--- config.mk ---
export PLATFORM = sky130hd
export DESIGN_NAME = tpfec_top
export DESIGN_NICKNAME = d
export VERILOG_FILES = /design/src/core/tpfec_pkg.sv /design/src/core/tpfec_cnt_if.sv /design/src/core/tpfec_sat_counter.sv /design/src/core/tpfec_top.sv
export SDC_FILE = /design/constraint.sdc
export NUM_CORES = 1
export LEC_CHECK = 0
export BUFFER_PORTS_ARGS = -buffer_cell sky130_fd_sc_hd__buf_2
export CAP_MARGIN = 20
export CORE_MARGIN = 2
export CORE_UTILIZATION = 40
export CTS_BUF_LIST = sky130_fd_sc_hd__clkbuf_2 sky130_fd_sc_hd__clkbuf_4 sky130_fd_sc_hd__clkbuf_8
export CTS_CLUSTER_DIAMETER = 150
export DETAILED_ROUTE_END_ITERATION = 10
export MAX_ROUTING_LAYER = met4
export PLACE_DENSITY = 0.62
export SETUP_SLACK_MARGIN = 0.3
export SLEW_MARGIN = 25
export SYNTH_ARGS = -nofsm -noshare
export SYNTH_HDL_FRONTEND = slang
export SYNTH_SLANG_ARGS = --single-unit
--- constraint.sdc ---
create_clock -name clk -period 2.41 [get_ports clk]
set_input_delay 0.482 -clock clk [delete_from_list [all_inputs] [get_ports clk]]
set_output_delay 0.482 -clock clk [all_outputs]
set_load 0.005 [all_outputs]
--- src/core/tpfec_pkg.sv ---
// Overview of operation
// - ESF mode counts CRC6 mismatches as path errors
// - D4 counts Ft errors, Fs when enabled
// - T1 path counter halts during loss of sync
// - E1 path counter counts CRC4 checksum errors
// - E1 path stops on FAS/CRC4 loss, not CAS
// - Path count bytes at 44h high, 45h low
// - Out-of-sync select counts out-of-sync multiframes always
// - Framing-bit select counts Ft/FPS errors, sync loss halts
// - E1 counts FAS word errors unless sync lost
// - E1 ignores FAS errors while searching for alignment
// - Out-of-sync count bytes at 46h high, 47h low
// - E-bit counter: E1 CRC4 only, frames 13, 15
// - Each E-bit received as zero adds one
// - E-bit counter stops on FAS/CRC4 loss, not CAS
// - E-bit count bytes at 48h high, 49h low
// - Counters hold one second of worst-case errors
// - Auto boundary latches counts and clears counters
// - Manual bit rising edge latches counts two clocks later
// - Counters saturate at maximum, never wrap
package tpfec_pkg;

    // ------------------------------------------------------------
    // Register map
    // ------------------------------------------------------------
    localparam logic [7:0] PATH_VIOLATION_COUNT_HIGH_OFS = 8'h44;
    localparam logic [7:0] PATH_VIOLATION_COUNT_LOW_OFS = 8'h45;
    localparam logic [7:0] FRAMES_OUT_OF_SYNC_COUNT_HIGH_OFS = 8'h46;
    localparam logic [7:0] FRAMES_OUT_OF_SYNC_COUNT_LOW_OFS = 8'h47;
    localparam logic [7:0] FAR_END_BLOCK_ERROR_COUNT_HIGH_OFS = 8'h48;
    localparam logic [7:0] FAR_END_BLOCK_ERROR_COUNT_LOW_OFS = 8'h49;
    localparam logic [7:0] REG_RESET = 8'h00;
    localparam logic [7:0] UNMAPPED_READ = 8'h00;

    // ------------------------------------------------------------
    // Count layout
    // ------------------------------------------------------------
    localparam int CNT_W = 16;
    localparam int HIGH_BYTE_LSB = 8;
    localparam int LOW_BYTE_LSB = 0;
    localparam int FAS_ERR_MAX_PER_SEC = 4000;
    localparam int BLOCK_ERR_MAX_PER_SEC = 1000;

    // ------------------------------------------------------------
    // Timing
    // ------------------------------------------------------------
    localparam int CLK_MHZ = 125;
    localparam int SECOND_MS = 1000;
    localparam int SECOND_CYCLES = SECOND_MS * 1000 * CLK_MHZ;
    localparam int T1_SHORT_FRAMES = 333;
    localparam int E1_SHORT_FRAMES = 500;

    // ------------------------------------------------------------
    // E1 CRC4 multiframe frames carrying E-bits
    // ------------------------------------------------------------
    localparam logic [3:0] EBIT_FRAME_A = 4'hd;
    localparam logic [3:0] EBIT_FRAME_B = 4'hf;

    typedef enum logic {
        TPFEC_ACC_AUTO,
        TPFEC_ACC_MANUAL
    } tpfec_acc_mode_t;

endpackage

--- src/core/tpfec_cnt_if.sv ---
`timescale 1ns/1ps
interface tpfec_cnt_if #(parameter int W = 16);
    logic inc;
    logic update;
    logic [W-1:0] snap;
    modport cnt (input inc, input update, output snap);
    modport ctl (output inc, output update, input snap);
endinterface

--- src/core/tpfec_sat_counter.sv ---
`timescale 1ns/1ps
module tpfec_sat_counter #(
    parameter int W = 16
) (
    // Clock and reset
    input wire logic clk,
    input wire logic rst_n,
    // Event and snapshot
    tpfec_cnt_if.cnt cnt
);
    logic [W-1:0] run_q;
    logic [W-1:0] snap_q;
    logic [W-1:0] run_d;

    // Fewer bits would leave no room between clear and saturation
    if (W < 2)
    begin
        $error("tpfec_sat_counter: W too small");
    end

    // ------------------------------------------------------------
    // Running count
    // ------------------------------------------------------------
    // Holding at all-ones keeps a flooded line from reading as quiet
    always_comb
    begin
        run_d = run_q;
        if (cnt.inc && run_q != '1)
        begin
            run_d = run_q + 1'b1;
        end
    end

    always_ff @(posedge clk)
    begin
        if (!rst_n)
        begin
            run_q <= '0;
        end
        else if (cnt.update)
        begin
            run_q <= '0;
        end
        else
        begin
            run_q <= run_d;
        end
    end

    // ------------------------------------------------------------
    // Snapshot
    // ------------------------------------------------------------
    // An event in the update cycle lands in the closing snapshot
    always_ff @(posedge clk)
    begin
        if (!rst_n)
        begin
            snap_q <= '0;
        end
        else if (cnt.update)
        begin
            snap_q <= run_d;
        end
    end

    assign cnt.snap = snap_q;

endmodule

--- src/core/tpfec_top.sv ---
`timescale 1ns/1ps
module tpfec_top
    import tpfec_pkg::*;
#(
    parameter int SEC_CYCLES = tpfec_pkg::SECOND_CYCLES,
    parameter int T1_FRAMES = tpfec_pkg::T1_SHORT_FRAMES,
    parameter int E1_FRAMES = tpfec_pkg::E1_SHORT_FRAMES
) (
    // Clock and reset
    input wire logic clk,
    input wire logic rst_n,
    // Mode and counter configuration
    input wire logic e1_mode,
    input wire logic t1_receive_framing_select,
    input wire logic e1_crc4_enable,
    input wire logic signaling_framing_error_report_enable,
    input wire logic out_of_sync_or_framing_bit_select,
    input wire logic counter_update_period_select,
    input wire logic accumulation_mode_select,
    input wire logic manual_counter_update,
    // Framer timing
    input wire logic frame_strobe,
    input wire logic multiframe_strobe,
    input wire logic [3:0] mf_frame_number,
    // Synchronizer status
    input wire logic receive_loss_of_sync,
    input wire logic multiframe_out_of_sync,
    input wire logic fas_align_lost,
    input wire logic crc4_mf_align_lost,
    input wire logic fas_searching,
    input wire logic cas_mf_searching,
    input wire logic crc4_mf_searching,
    // Error events
    input wire logic crc6_error,
    input wire logic ft_error,
    input wire logic fs_error,
    input wire logic fps_error,
    input wire logic crc4_error,
    input wire logic fas_word_error,
    input wire logic si_bit_strobe,
    input wire logic si_bit,
    // Host read port
    input wire logic reg_rd,
    input wire logic [7:0] reg_addr,
    output logic [7:0] reg_rdata_q,
    output logic counts_updated_q
);
    import tpfec_pkg::*;

    // Timer widths follow the parameters, so a short test period costs no logic
    localparam int SEC_W = $clog2(SEC_CYCLES + 1);
    localparam int FRM_W = $clog2(((T1_FRAMES > E1_FRAMES) ? T1_FRAMES : E1_FRAMES) + 1);

    // ------------------------------------------------------------
    // Parameter checks
    // ------------------------------------------------------------
    // A period under two cycles would keep the update strobe high for good
    if (SEC_CYCLES < 2 || T1_FRAMES < 1 || E1_FRAMES < 1)
    begin
        $error("tpfec_top: update periods out of range");
    end
    if ((2 ** CNT_W) - 1 < FAS_ERR_MAX_PER_SEC || (2 ** CNT_W) - 1 < BLOCK_ERR_MAX_PER_SEC)
    begin
        $error("tpfec_top: count width cannot hold one second");
    end

    tpfec_cnt_if #(.W(CNT_W)) path_if ();
    tpfec_cnt_if #(.W(CNT_W)) fos_if ();
    tpfec_cnt_if #(.W(CNT_W)) ebit_if ();

    logic path_inc_q;
    logic fos_inc_q;
    logic ebit_inc_q;
    logic update_q;
    logic manual_prev_q;
    logic [SEC_W-1:0] sec_cnt_q;
    logic [FRM_W-1:0] frm_cnt_q;
    logic path_ev;
    logic fos_ev;
    logic ebit_ev;
    logic auto_tick;
    logic manual_tick;
    tpfec_acc_mode_t acc_mode;

    function automatic logic is_ebit_frame(input logic [3:0] fnum);
        is_ebit_frame = (fnum == EBIT_FRAME_A) || (fnum == EBIT_FRAME_B);
    endfunction

    // ------------------------------------------------------------
    // Event qualification
    // ------------------------------------------------------------
    always_comb
    begin
        path_ev = 1'b0;
        if (e1_mode)
        begin
            path_ev = crc4_error && !fas_align_lost && !crc4_mf_align_lost;
        end
        else if (!receive_loss_of_sync)
        begin
            if (t1_receive_framing_select)
            begin
                path_ev = crc6_error;
            end
            else
            begin
                path_ev = ft_error || (signaling_framing_error_report_enable && fs_error);
            end
        end
    end

    always_comb
    begin
        fos_ev = 1'b0;
        if (e1_mode)
        begin
            fos_ev = fas_word_error && !receive_loss_of_sync
                && !fas_searching && !cas_mf_searching && !crc4_mf_searching;
        end
        else if (out_of_sync_or_framing_bit_select)
        begin
            fos_ev = multiframe_strobe && multiframe_out_of_sync;
        end
        else if (!receive_loss_of_sync)
        begin
            fos_ev = t1_receive_framing_select ? fps_error : ft_error;
        end
    end

    // Frame number qualifies the Si bit so stray strobes cannot count
    always_comb
    begin
        ebit_ev = e1_mode && e1_crc4_enable && si_bit_strobe
            && is_ebit_frame(mf_frame_number) && !si_bit
            && !fas_align_lost && !crc4_mf_align_lost;
    end

    // One register stage keeps the long qualify paths off the counters
    always_ff @(posedge clk)
    begin
        if (!rst_n)
        begin
            path_inc_q <= 1'b0;
            fos_inc_q <= 1'b0;
            ebit_inc_q <= 1'b0;
        end
        else
        begin
            path_inc_q <= path_ev;
            fos_inc_q <= fos_ev;
            ebit_inc_q <= ebit_ev;
        end
    end

    // ------------------------------------------------------------
    // Update timing
    // ------------------------------------------------------------
    // Manual edges are ignored in automatic mode, and the timers in manual mode
    assign acc_mode = accumulation_mode_select ? TPFEC_ACC_MANUAL : TPFEC_ACC_AUTO;

    // Both timers free-run so switching period never waits a full second
    always_ff @(posedge clk)
    begin
        if (!rst_n)
        begin
            sec_cnt_q <= '0;
        end
        else if (sec_cnt_q == SEC_W'(SEC_CYCLES - 1))
        begin
            sec_cnt_q <= '0;
        end
        else
        begin
            sec_cnt_q <= sec_cnt_q + 1'b1;
        end
    end

    // A mode change mid-period may cut one period short; the >= compare recovers
    always_ff @(posedge clk)
    begin
        if (!rst_n)
        begin
            frm_cnt_q <= '0;
        end
        else if (frame_strobe)
        begin
            if (frm_cnt_q >= FRM_W'((e1_mode ? E1_FRAMES : T1_FRAMES) - 1))
            begin
                frm_cnt_q <= '0;
            end
            else
            begin
                frm_cnt_q <= frm_cnt_q + 1'b1;
            end
        end
    end

    always_comb
    begin
        if (counter_update_period_select)
        begin
            auto_tick = frame_strobe
                && frm_cnt_q >= FRM_W'((e1_mode ? E1_FRAMES : T1_FRAMES) - 1);
        end
        else
        begin
            auto_tick = sec_cnt_q == SEC_W'(SEC_CYCLES - 1);
        end
    end

    assign manual_tick = manual_counter_update && !manual_prev_q;

    // Registering the trigger gives every counter the same clean update edge
    always_ff @(posedge clk)
    begin
        if (!rst_n)
        begin
            manual_prev_q <= 1'b0;
            update_q <= 1'b0;
        end
        else
        begin
            manual_prev_q <= manual_counter_update;
            unique case (acc_mode)
                TPFEC_ACC_AUTO: update_q <= auto_tick;
                TPFEC_ACC_MANUAL: update_q <= manual_tick;
            endcase
        end
    end

    // ------------------------------------------------------------
    // Counters
    // ------------------------------------------------------------
    assign path_if.inc = path_inc_q;
    assign path_if.update = update_q;
    assign fos_if.inc = fos_inc_q;
    assign fos_if.update = update_q;
    assign ebit_if.inc = ebit_inc_q;
    assign ebit_if.update = update_q;

    tpfec_sat_counter #(.W(CNT_W)) u_path_violation_counter (
        .clk(clk),
        .rst_n(rst_n),
        .cnt(path_if.cnt)
    );

    tpfec_sat_counter #(.W(CNT_W)) u_frames_out_of_sync_counter (
        .clk(clk),
        .rst_n(rst_n),
        .cnt(fos_if.cnt)
    );

    tpfec_sat_counter #(.W(CNT_W)) u_far_end_block_error_counter (
        .clk(clk),
        .rst_n(rst_n),
        .cnt(ebit_if.cnt)
    );

    // Snapshot lands one clock after update_q, so flag it a clock later
    always_ff @(posedge clk)
    begin
        if (!rst_n)
        begin
            counts_updated_q <= 1'b0;
        end
        else
        begin
            counts_updated_q <= update_q;
        end
    end

    // ------------------------------------------------------------
    // Host read port
    // ------------------------------------------------------------
    // Read-only: there is no write path into the snapshots
    // Unmapped offsets read zero so a stray address never shows old data
    always_ff @(posedge clk)
    begin
        if (!rst_n)
        begin
            reg_rdata_q <= REG_RESET;
        end
        else if (reg_rd)
        begin
            unique case (reg_addr)
                PATH_VIOLATION_COUNT_HIGH_OFS:
                    reg_rdata_q <= path_if.snap[HIGH_BYTE_LSB +: 8];
                PATH_VIOLATION_COUNT_LOW_OFS:
                    reg_rdata_q <= path_if.snap[LOW_BYTE_LSB +: 8];
                FRAMES_OUT_OF_SYNC_COUNT_HIGH_OFS:
                    reg_rdata_q <= fos_if.snap[HIGH_BYTE_LSB +: 8];
                FRAMES_OUT_OF_SYNC_COUNT_LOW_OFS:
                    reg_rdata_q <= fos_if.snap[LOW_BYTE_LSB +: 8];
                FAR_END_BLOCK_ERROR_COUNT_HIGH_OFS:
                    reg_rdata_q <= ebit_if.snap[HIGH_BYTE_LSB +: 8];
                FAR_END_BLOCK_ERROR_COUNT_LOW_OFS:
                    reg_rdata_q <= ebit_if.snap[LOW_BYTE_LSB +: 8];
                default:
                    reg_rdata_q <= UNMAPPED_READ;
            endcase
        end
    end

endmodule

### Word-level counts from Yosys, hierarchy flattened

Cells that the tools add are included.

* flip-flop bits (word level): 146
* input bits: 40
* output and inout bits: 9
* word-level logic and storage cells: 83

* add/subtract/negate cells: 6
* order comparisons: 1
* equal/unequal tests: 12
* mux-type cells: 16
* bitwise operators: 2
* reduce and logical (&&, ||, !) cells: 31

Operators by type and width (number)
* $add A16 B1 Y16 const B: 3
* $eq A8 B7 Y1 const B: 6
* $mux W16: 3
* $ne A16 B16 Y1 const B: 3
* $pmux W8 S6: 1
* $add A27 B1 Y27 const B: 1
* $eq A27 B27 Y1 const B: 1
* $logic_and A1 B1 Y1: 19
* $add A9 B1 Y9 const B: 1
* $ge A9 B9 Y1: 1
* $mux W1: 9
* $mux W9: 1
* $sub A9 B1 Y9 const B: 1
* $eq A4 B4 Y1 const B: 2
* $logic_not A1 Y1: 8
* $mux W8: 1
* $reduce_or A2 Y1: 2
* $logic_or A1 B1 Y1: 2
* $not A1 Y1: 2
* $pmux W1 S2: 1

### Depth between registers and ports, before layout

* depth in word-level cells: 6
* gate-level depth with buffers: 7
* mapped depth without buffers: 7

### Modules after synthesis

From an unflattened synthesis, not the netlist that was laid out.

* cell total of the unflattened synthesis: 764
* area, all modules: 6927.9 sq um

Modules (own cells, without submodules)
* tpfec_sat_counter: times used 3, cells each 152, area an instance 1396.3 sq um, seq. area each 640.6 sq um
* tpfec_top: times used 1, cells each 308, area an instance 2738.9 sq um, seq. area each 1001.0 sq um

### Worst setup path before layout

Ideal clock, no wire load.

* kind: input to register
* start point: input port e1_mode
* end point: register frm_cnt_q[5]
* setup time: 0.066 ns
* arrival time: 1.807 ns
* required time: 2.344 ns
* slack: 0.537 ns
* stages: 7
* buffers on the path: 0
* cell sequence: inv_1 -> ha_1 -> a21oi_1 -> a21oi_1 -> a211oi_2 -> o21ai_0 -> nor2_1

* longest elaborated chain between the ends: 4

RTL lines
* start: declaration: line tpfec_top.sv:13 `input wire logic e1_mode,`
* $mux W8: line tpfec_top.sv:187 `if (frm_cnt_q >= FRM_W'((e1_mode ? E1_FRAMES : T1_FRAMES) - 1))`
* $sub A9 B1 Y9: line tpfec_top.sv:187
* $ge A9 B9 Y1: line tpfec_top.sv:187
* $mux W9: line tpfec_top.sv:187
* end signal: assignment: line tpfec_top.sv:193 `frm_cnt_q <= frm_cnt_q + 1'b1;`
* end: declaration: line tpfec_top.sv:77 `logic [FRM_W-1:0] frm_cnt_q;`

Every way passes these cells.
A chain may end at the register's enable or synchronous reset.

### Final worst setup path

* start point: register u_path_violation_counter.run_q[0]
* end point: register u_path_violation_counter.snap_q[7] (netlist: u_path_violation_counter.cnt.snap[7])

* longest elaborated chain between the ends: 3
* elaborated cells on any way between the ends: 4
* those cells by class: 1 x add/sub; 1 x eq/ne; 1 x mux; 1 x reduce/logical

RTL lines
* start: declaration: line tpfec_sat_counter.sv:11 `logic [W-1:0] run_q;`
* start signal: assignment: line tpfec_sat_counter.sv:46 `run_q <= run_d;`
* parallel branches: the longest is 2 deep, another holds $add A16 B1 Y16
* $mux W16 (*): line tpfec_sat_counter.sv:28 `if (cnt.inc && run_q != '1)`
* end signal: assignment: line tpfec_sat_counter.sv:62 `snap_q <= run_d;`
* end: declaration: line tpfec_sat_counter.sv:12 `logic [W-1:0] snap_q;`

Every way passes the cells marked *.

==> impl_metrics.json <==
{
  "status": "complete, no violations",
  "critical_path_class": "register to register",
  "hold_violations": 0,
  "avgViaCountPerCell": 5.22,
  "n_antenna_cell": 0,
  "ys_async_sr_fraction": 0,
  "total_power_mw": 4.77,
  "clock-sinks": 146,
  "dieArea_sq_um": 17300,
  "rr_worst_depth": 6,
  "critPathMaxFanout": 8,
  "skew_ns": 0.0122,
  "yosys_warnings": 0,
  "worstPathArrival_ns": 2.23,
  "fillers": 1618,
  "power_frac_comb": 0.048,
  "period_share": 0.797,
  "cp_slowest_cell": "dfxtp_1",
  "cp.required_ns": 2.72,
  "power_leakage_nw": 2.72,
  "syn_avg_cell_area_sq_um": 8.75,
  "die_height_um": 131,
  "clk_latency_ns": 0.43,
  "portBuffers": 47,
  "path_cells": "ha_1 > and3_1 > nand4_1 > o211ai_1 > xor2_1 > a21oi_1",
  "worst_pin_slew_ns": 0.692,
  "grt_pass1_wl_mm": 24.1,
  "crit_buf_inv": 0,
  "ys.flop_type": "dfxtp_1",
  "fp.dieW_um": 131,
  "clock-root-buffer": "clkbuf_8",
  "p_int_mw": 3.72,
  "ctsHoldBuffers": 0,
  "drt-total-wl_mm": 14.4,
  "timing.final.max_slew_violations": 0,
  "first_pass_iters": 5,
  "r2r_start": "u_path_violation_counter.run_q[0]",
  "start_util": 0.409,
  "crit_path_max_incr_delay_ns": 0.39,
  "syn-num-nets": 795,
  "cts_buffers": 17,
  "seq_area_sq_um": 2920,
  "ys_ff_latch": 146,
  "drcViolationCount": 0,
  "clock.fmax_ghz": 0.521,
  "path_clk_slew_ns": 0.08,
  "min_from": "si_bit",
  "synth_edf_count": 0,
  "cp-end-kind": "register",
  "synth_cells": 743,
  "gp_congestion": 0.806,
  "setup_viol": 0,
  "drt_iter0_markers": 298,
  "synth.yosys.seq_area_share": 0.450,
  "clkPwrFrac": 0.432,
  "htree_levels": 4,
  "seqPwrFrac": 0.520,
  "ir_drop_uv": 371,
  "critPathTopFamily": "simple AND/OR/NAND/NOR gates",
  "antenna_found_initial": 0,
  "critPathLaunchType": "register",
  "grt_pass1_vias": 4893,
  "num_vias": 5312,
  "setup_ws_ns": 0.490,
  "core_area_sq_um": 15900,
  "row_count": 46,
  "dpl-instance-area_sq_um": 6970,
  "p_sw_frac": 0.220,
  "pre_cts_slack_ns": 0.238,
  "detail_route.wl_per_cell_um": 14.2,
  "rsz0062_at_grt": "no",
  "fin_crit_ns": 1.92,
  "fin_nets": 842,
  "min_to": "ebit_if.inc",
  "grt_util_all_layers": 0.176,
  "place_hpwl_mm": 10.3,
  "ys_types": 54,
  "p_switching_mw": 1.05,
  "stdcell_area_sq_um": 7430,
  "multi_input_area_sq_um": 3430,
  "setup_tns_ns": 0,
  "power_density_nw_per_um2": 642,
  "gr-total-overflow": 0,
  "r2r-end": "u_path_violation_counter.cnt.snap[7]",
  "antenna_left": 0,
  "layout-drive-gt1-share": 0.136,
  "cts_tree": "built",
  "whs_path_depth": 2,
  "slew_headroom": 0.537,
  "syn-cell-area_sq_um": 6500,
  "ff2ff_setup_slack_ns": 0.49,
  "hp-class": "input port to register",
  "ioPinCount": 49,
  "drv_cap": 0,
  "area_delta_synth_final_pct": 14.3,
  "grt_max_degree": 48,
  "cts_buffer_depth": 2
}
[what timing repair did]
item / CTS / global route
setup buffers: 0 / 1
endpoints found under the setup margin: 0 / 40
resized for setup: 0 / 5
[cell usage in the layout, fill, tap and decap left out, drive strengths merged, types with 12 or more instances in the layout]
master  instances
nand2          52
nor2          110
nand4          31
dfxtp         146
buf            58
xor2           47
o21ai          64
ha             12
a21oi          39
nand3          54
and3           16
xnor2          18
clkbuf         20
[layout make-up]
class                      count  share of cell area
sequential                   146               0.394
clock inverter                11              0.0216
inverter                      11             0.00556
clock buffer                  20              0.0362
multi-input combinational    556               0.462
tap                          216              0.0364
timing repair buffer          58              0.0445
[worst max-delay path by stage]
stage               slack, ns                                   endpoint  cells past startpoint                                    from
finish                   0.49       u_path_violation_counter.cnt.snap[7]                      6       u_path_violation_counter.run_q[0]
global route             0.30       u_path_violation_counter.cnt.snap[0]                      6       u_path_violation_counter.run_q[0]
CTS                      0.35  u_far_end_block_error_counter.cnt.snap[4]                      6  u_far_end_block_error_counter.run_q[0]
detailed placement       0.24                               frm_cnt_q[4]                      9                                 e1_mode
global placement         0.29                               frm_cnt_q[4]                      9                                 e1_mode
floorplan                0.54                               frm_cnt_q[5]                      7                                 e1_mode
[worst register-to-register path, stage by stage, from the launching register on]
cell	delay, ns
dfxtp_1	0.39
ha_1	0.23
and3_1	0.18
nand4_1	0.30
o211ai_1	0.31
xor2_1	0.29
a21oi_1	0.11
[state kept, by name, indices dropped and copies added (netlist names)]
name,flops
counts_updated_q,1
ebit_if.inc,1
ebit_if.update,1
fos_if.inc,1
frm_cnt_q,9
manual_prev_q,1
path_if.inc,1
reg_rdata_q,8
sec_cnt_q,27
u_far_end_block_error_counter.cnt.snap,16
u_far_end_block_error_counter.run_q,16
u_frames_out_of_sync_counter.cnt.snap,16
u_frames_out_of_sync_counter.run_q,16
u_path_violation_counter.cnt.snap,16
u_path_violation_counter.run_q,16
[routing by layer]
metal / global-route usage / share of wire / vias up
li1: - / - / 2746
met1: 0.223 / 0.48 / 2498
met2: 0.281 / 0.48 / 60
met3: 0.0417 / 0.029 / 8
met4: 0.0501 / 0.0078 / 0
met5: - / 0 / -
[synthesized netlist by cell type, types with 2 or more instances]
cell      count  share of area
nor4bb_1      2         0.0031
nor3_1       10         0.0077
a41o_1        2         0.0031
a22oi_1       4         0.0046
nand3_1      54          0.042
mux4_2        6          0.021
clkbuf_1     25          0.014
buf_2         2         0.0015
xor2_1       47          0.063
a31oi_1       3         0.0029
o21a_1        8         0.0092
o21ai_0      63          0.049
mux2i_1      11          0.017
a21oi_1      39          0.030
inv_1        11         0.0064
xnor2_1      18          0.024
nor3b_1       2         0.0023
nand2_1      51          0.029
nor2_1      110          0.064
nor2b_1       6         0.0058
o211ai_1      6         0.0069
nand4_1      31          0.030
dfxtp_1     146           0.45
nor4b_1       2         0.0027
nand3b_1      3         0.0035
ha_1         12          0.023
mux2_2        2         0.0035
buf_4         2         0.0023
a211oi_1      7         0.0081
nor4_1        7         0.0067
and4_1       11          0.015
nand4b_1      2         0.0027
nand2b_1      3         0.0029
and3_1       15          0.014
[logic make-up (layout without fill, tap and decap cells)]
| group | Yosys count | after routing | synth area share |
|---|---|---|---|
| AND/OR/NAND/NOR | 317 | 317 | 0.242 |
| flip-flops | 146 | 146 | 0.450 |
| AO/OA/AOI/OAI | 143 | 143 | 0.131 |
| XOR/XNOR | 65 | 65 | 0.0876 |
| buffers and inverters | 41 | 100 | 0.0252 |
| multiplexers | 19 | 19 | 0.0412 |
| adder cells (fa/ha/maj) | 12 | 12 | 0.0231 |
[power groups by stage]
stage                     Sequential (mW)  Combinational, mW  Clock [mW]
after floorplan                      2.53              0.145           0
after global placement               2.54              0.227           0
after detailed placement             2.54              0.230           0
after CTS                            2.48              0.231        2.12
after global routing                 2.49              0.258        2.22
final                                2.48              0.227        2.06
[metrics by stage]
stage | util | std cells | hold slack (ns)
after floorplan | - | 743 | 0.420
after global placement | 0.439 | 986 | 0.434
after detailed placement | 0.439 | 986 | 0.443
after CTS | 0.466 | 1017 | 0.196
after global routing | 0.468 | 1018 | 0.193
final | 0.468 | 1018 | 0.225
(Power assumes the default switching activity.)
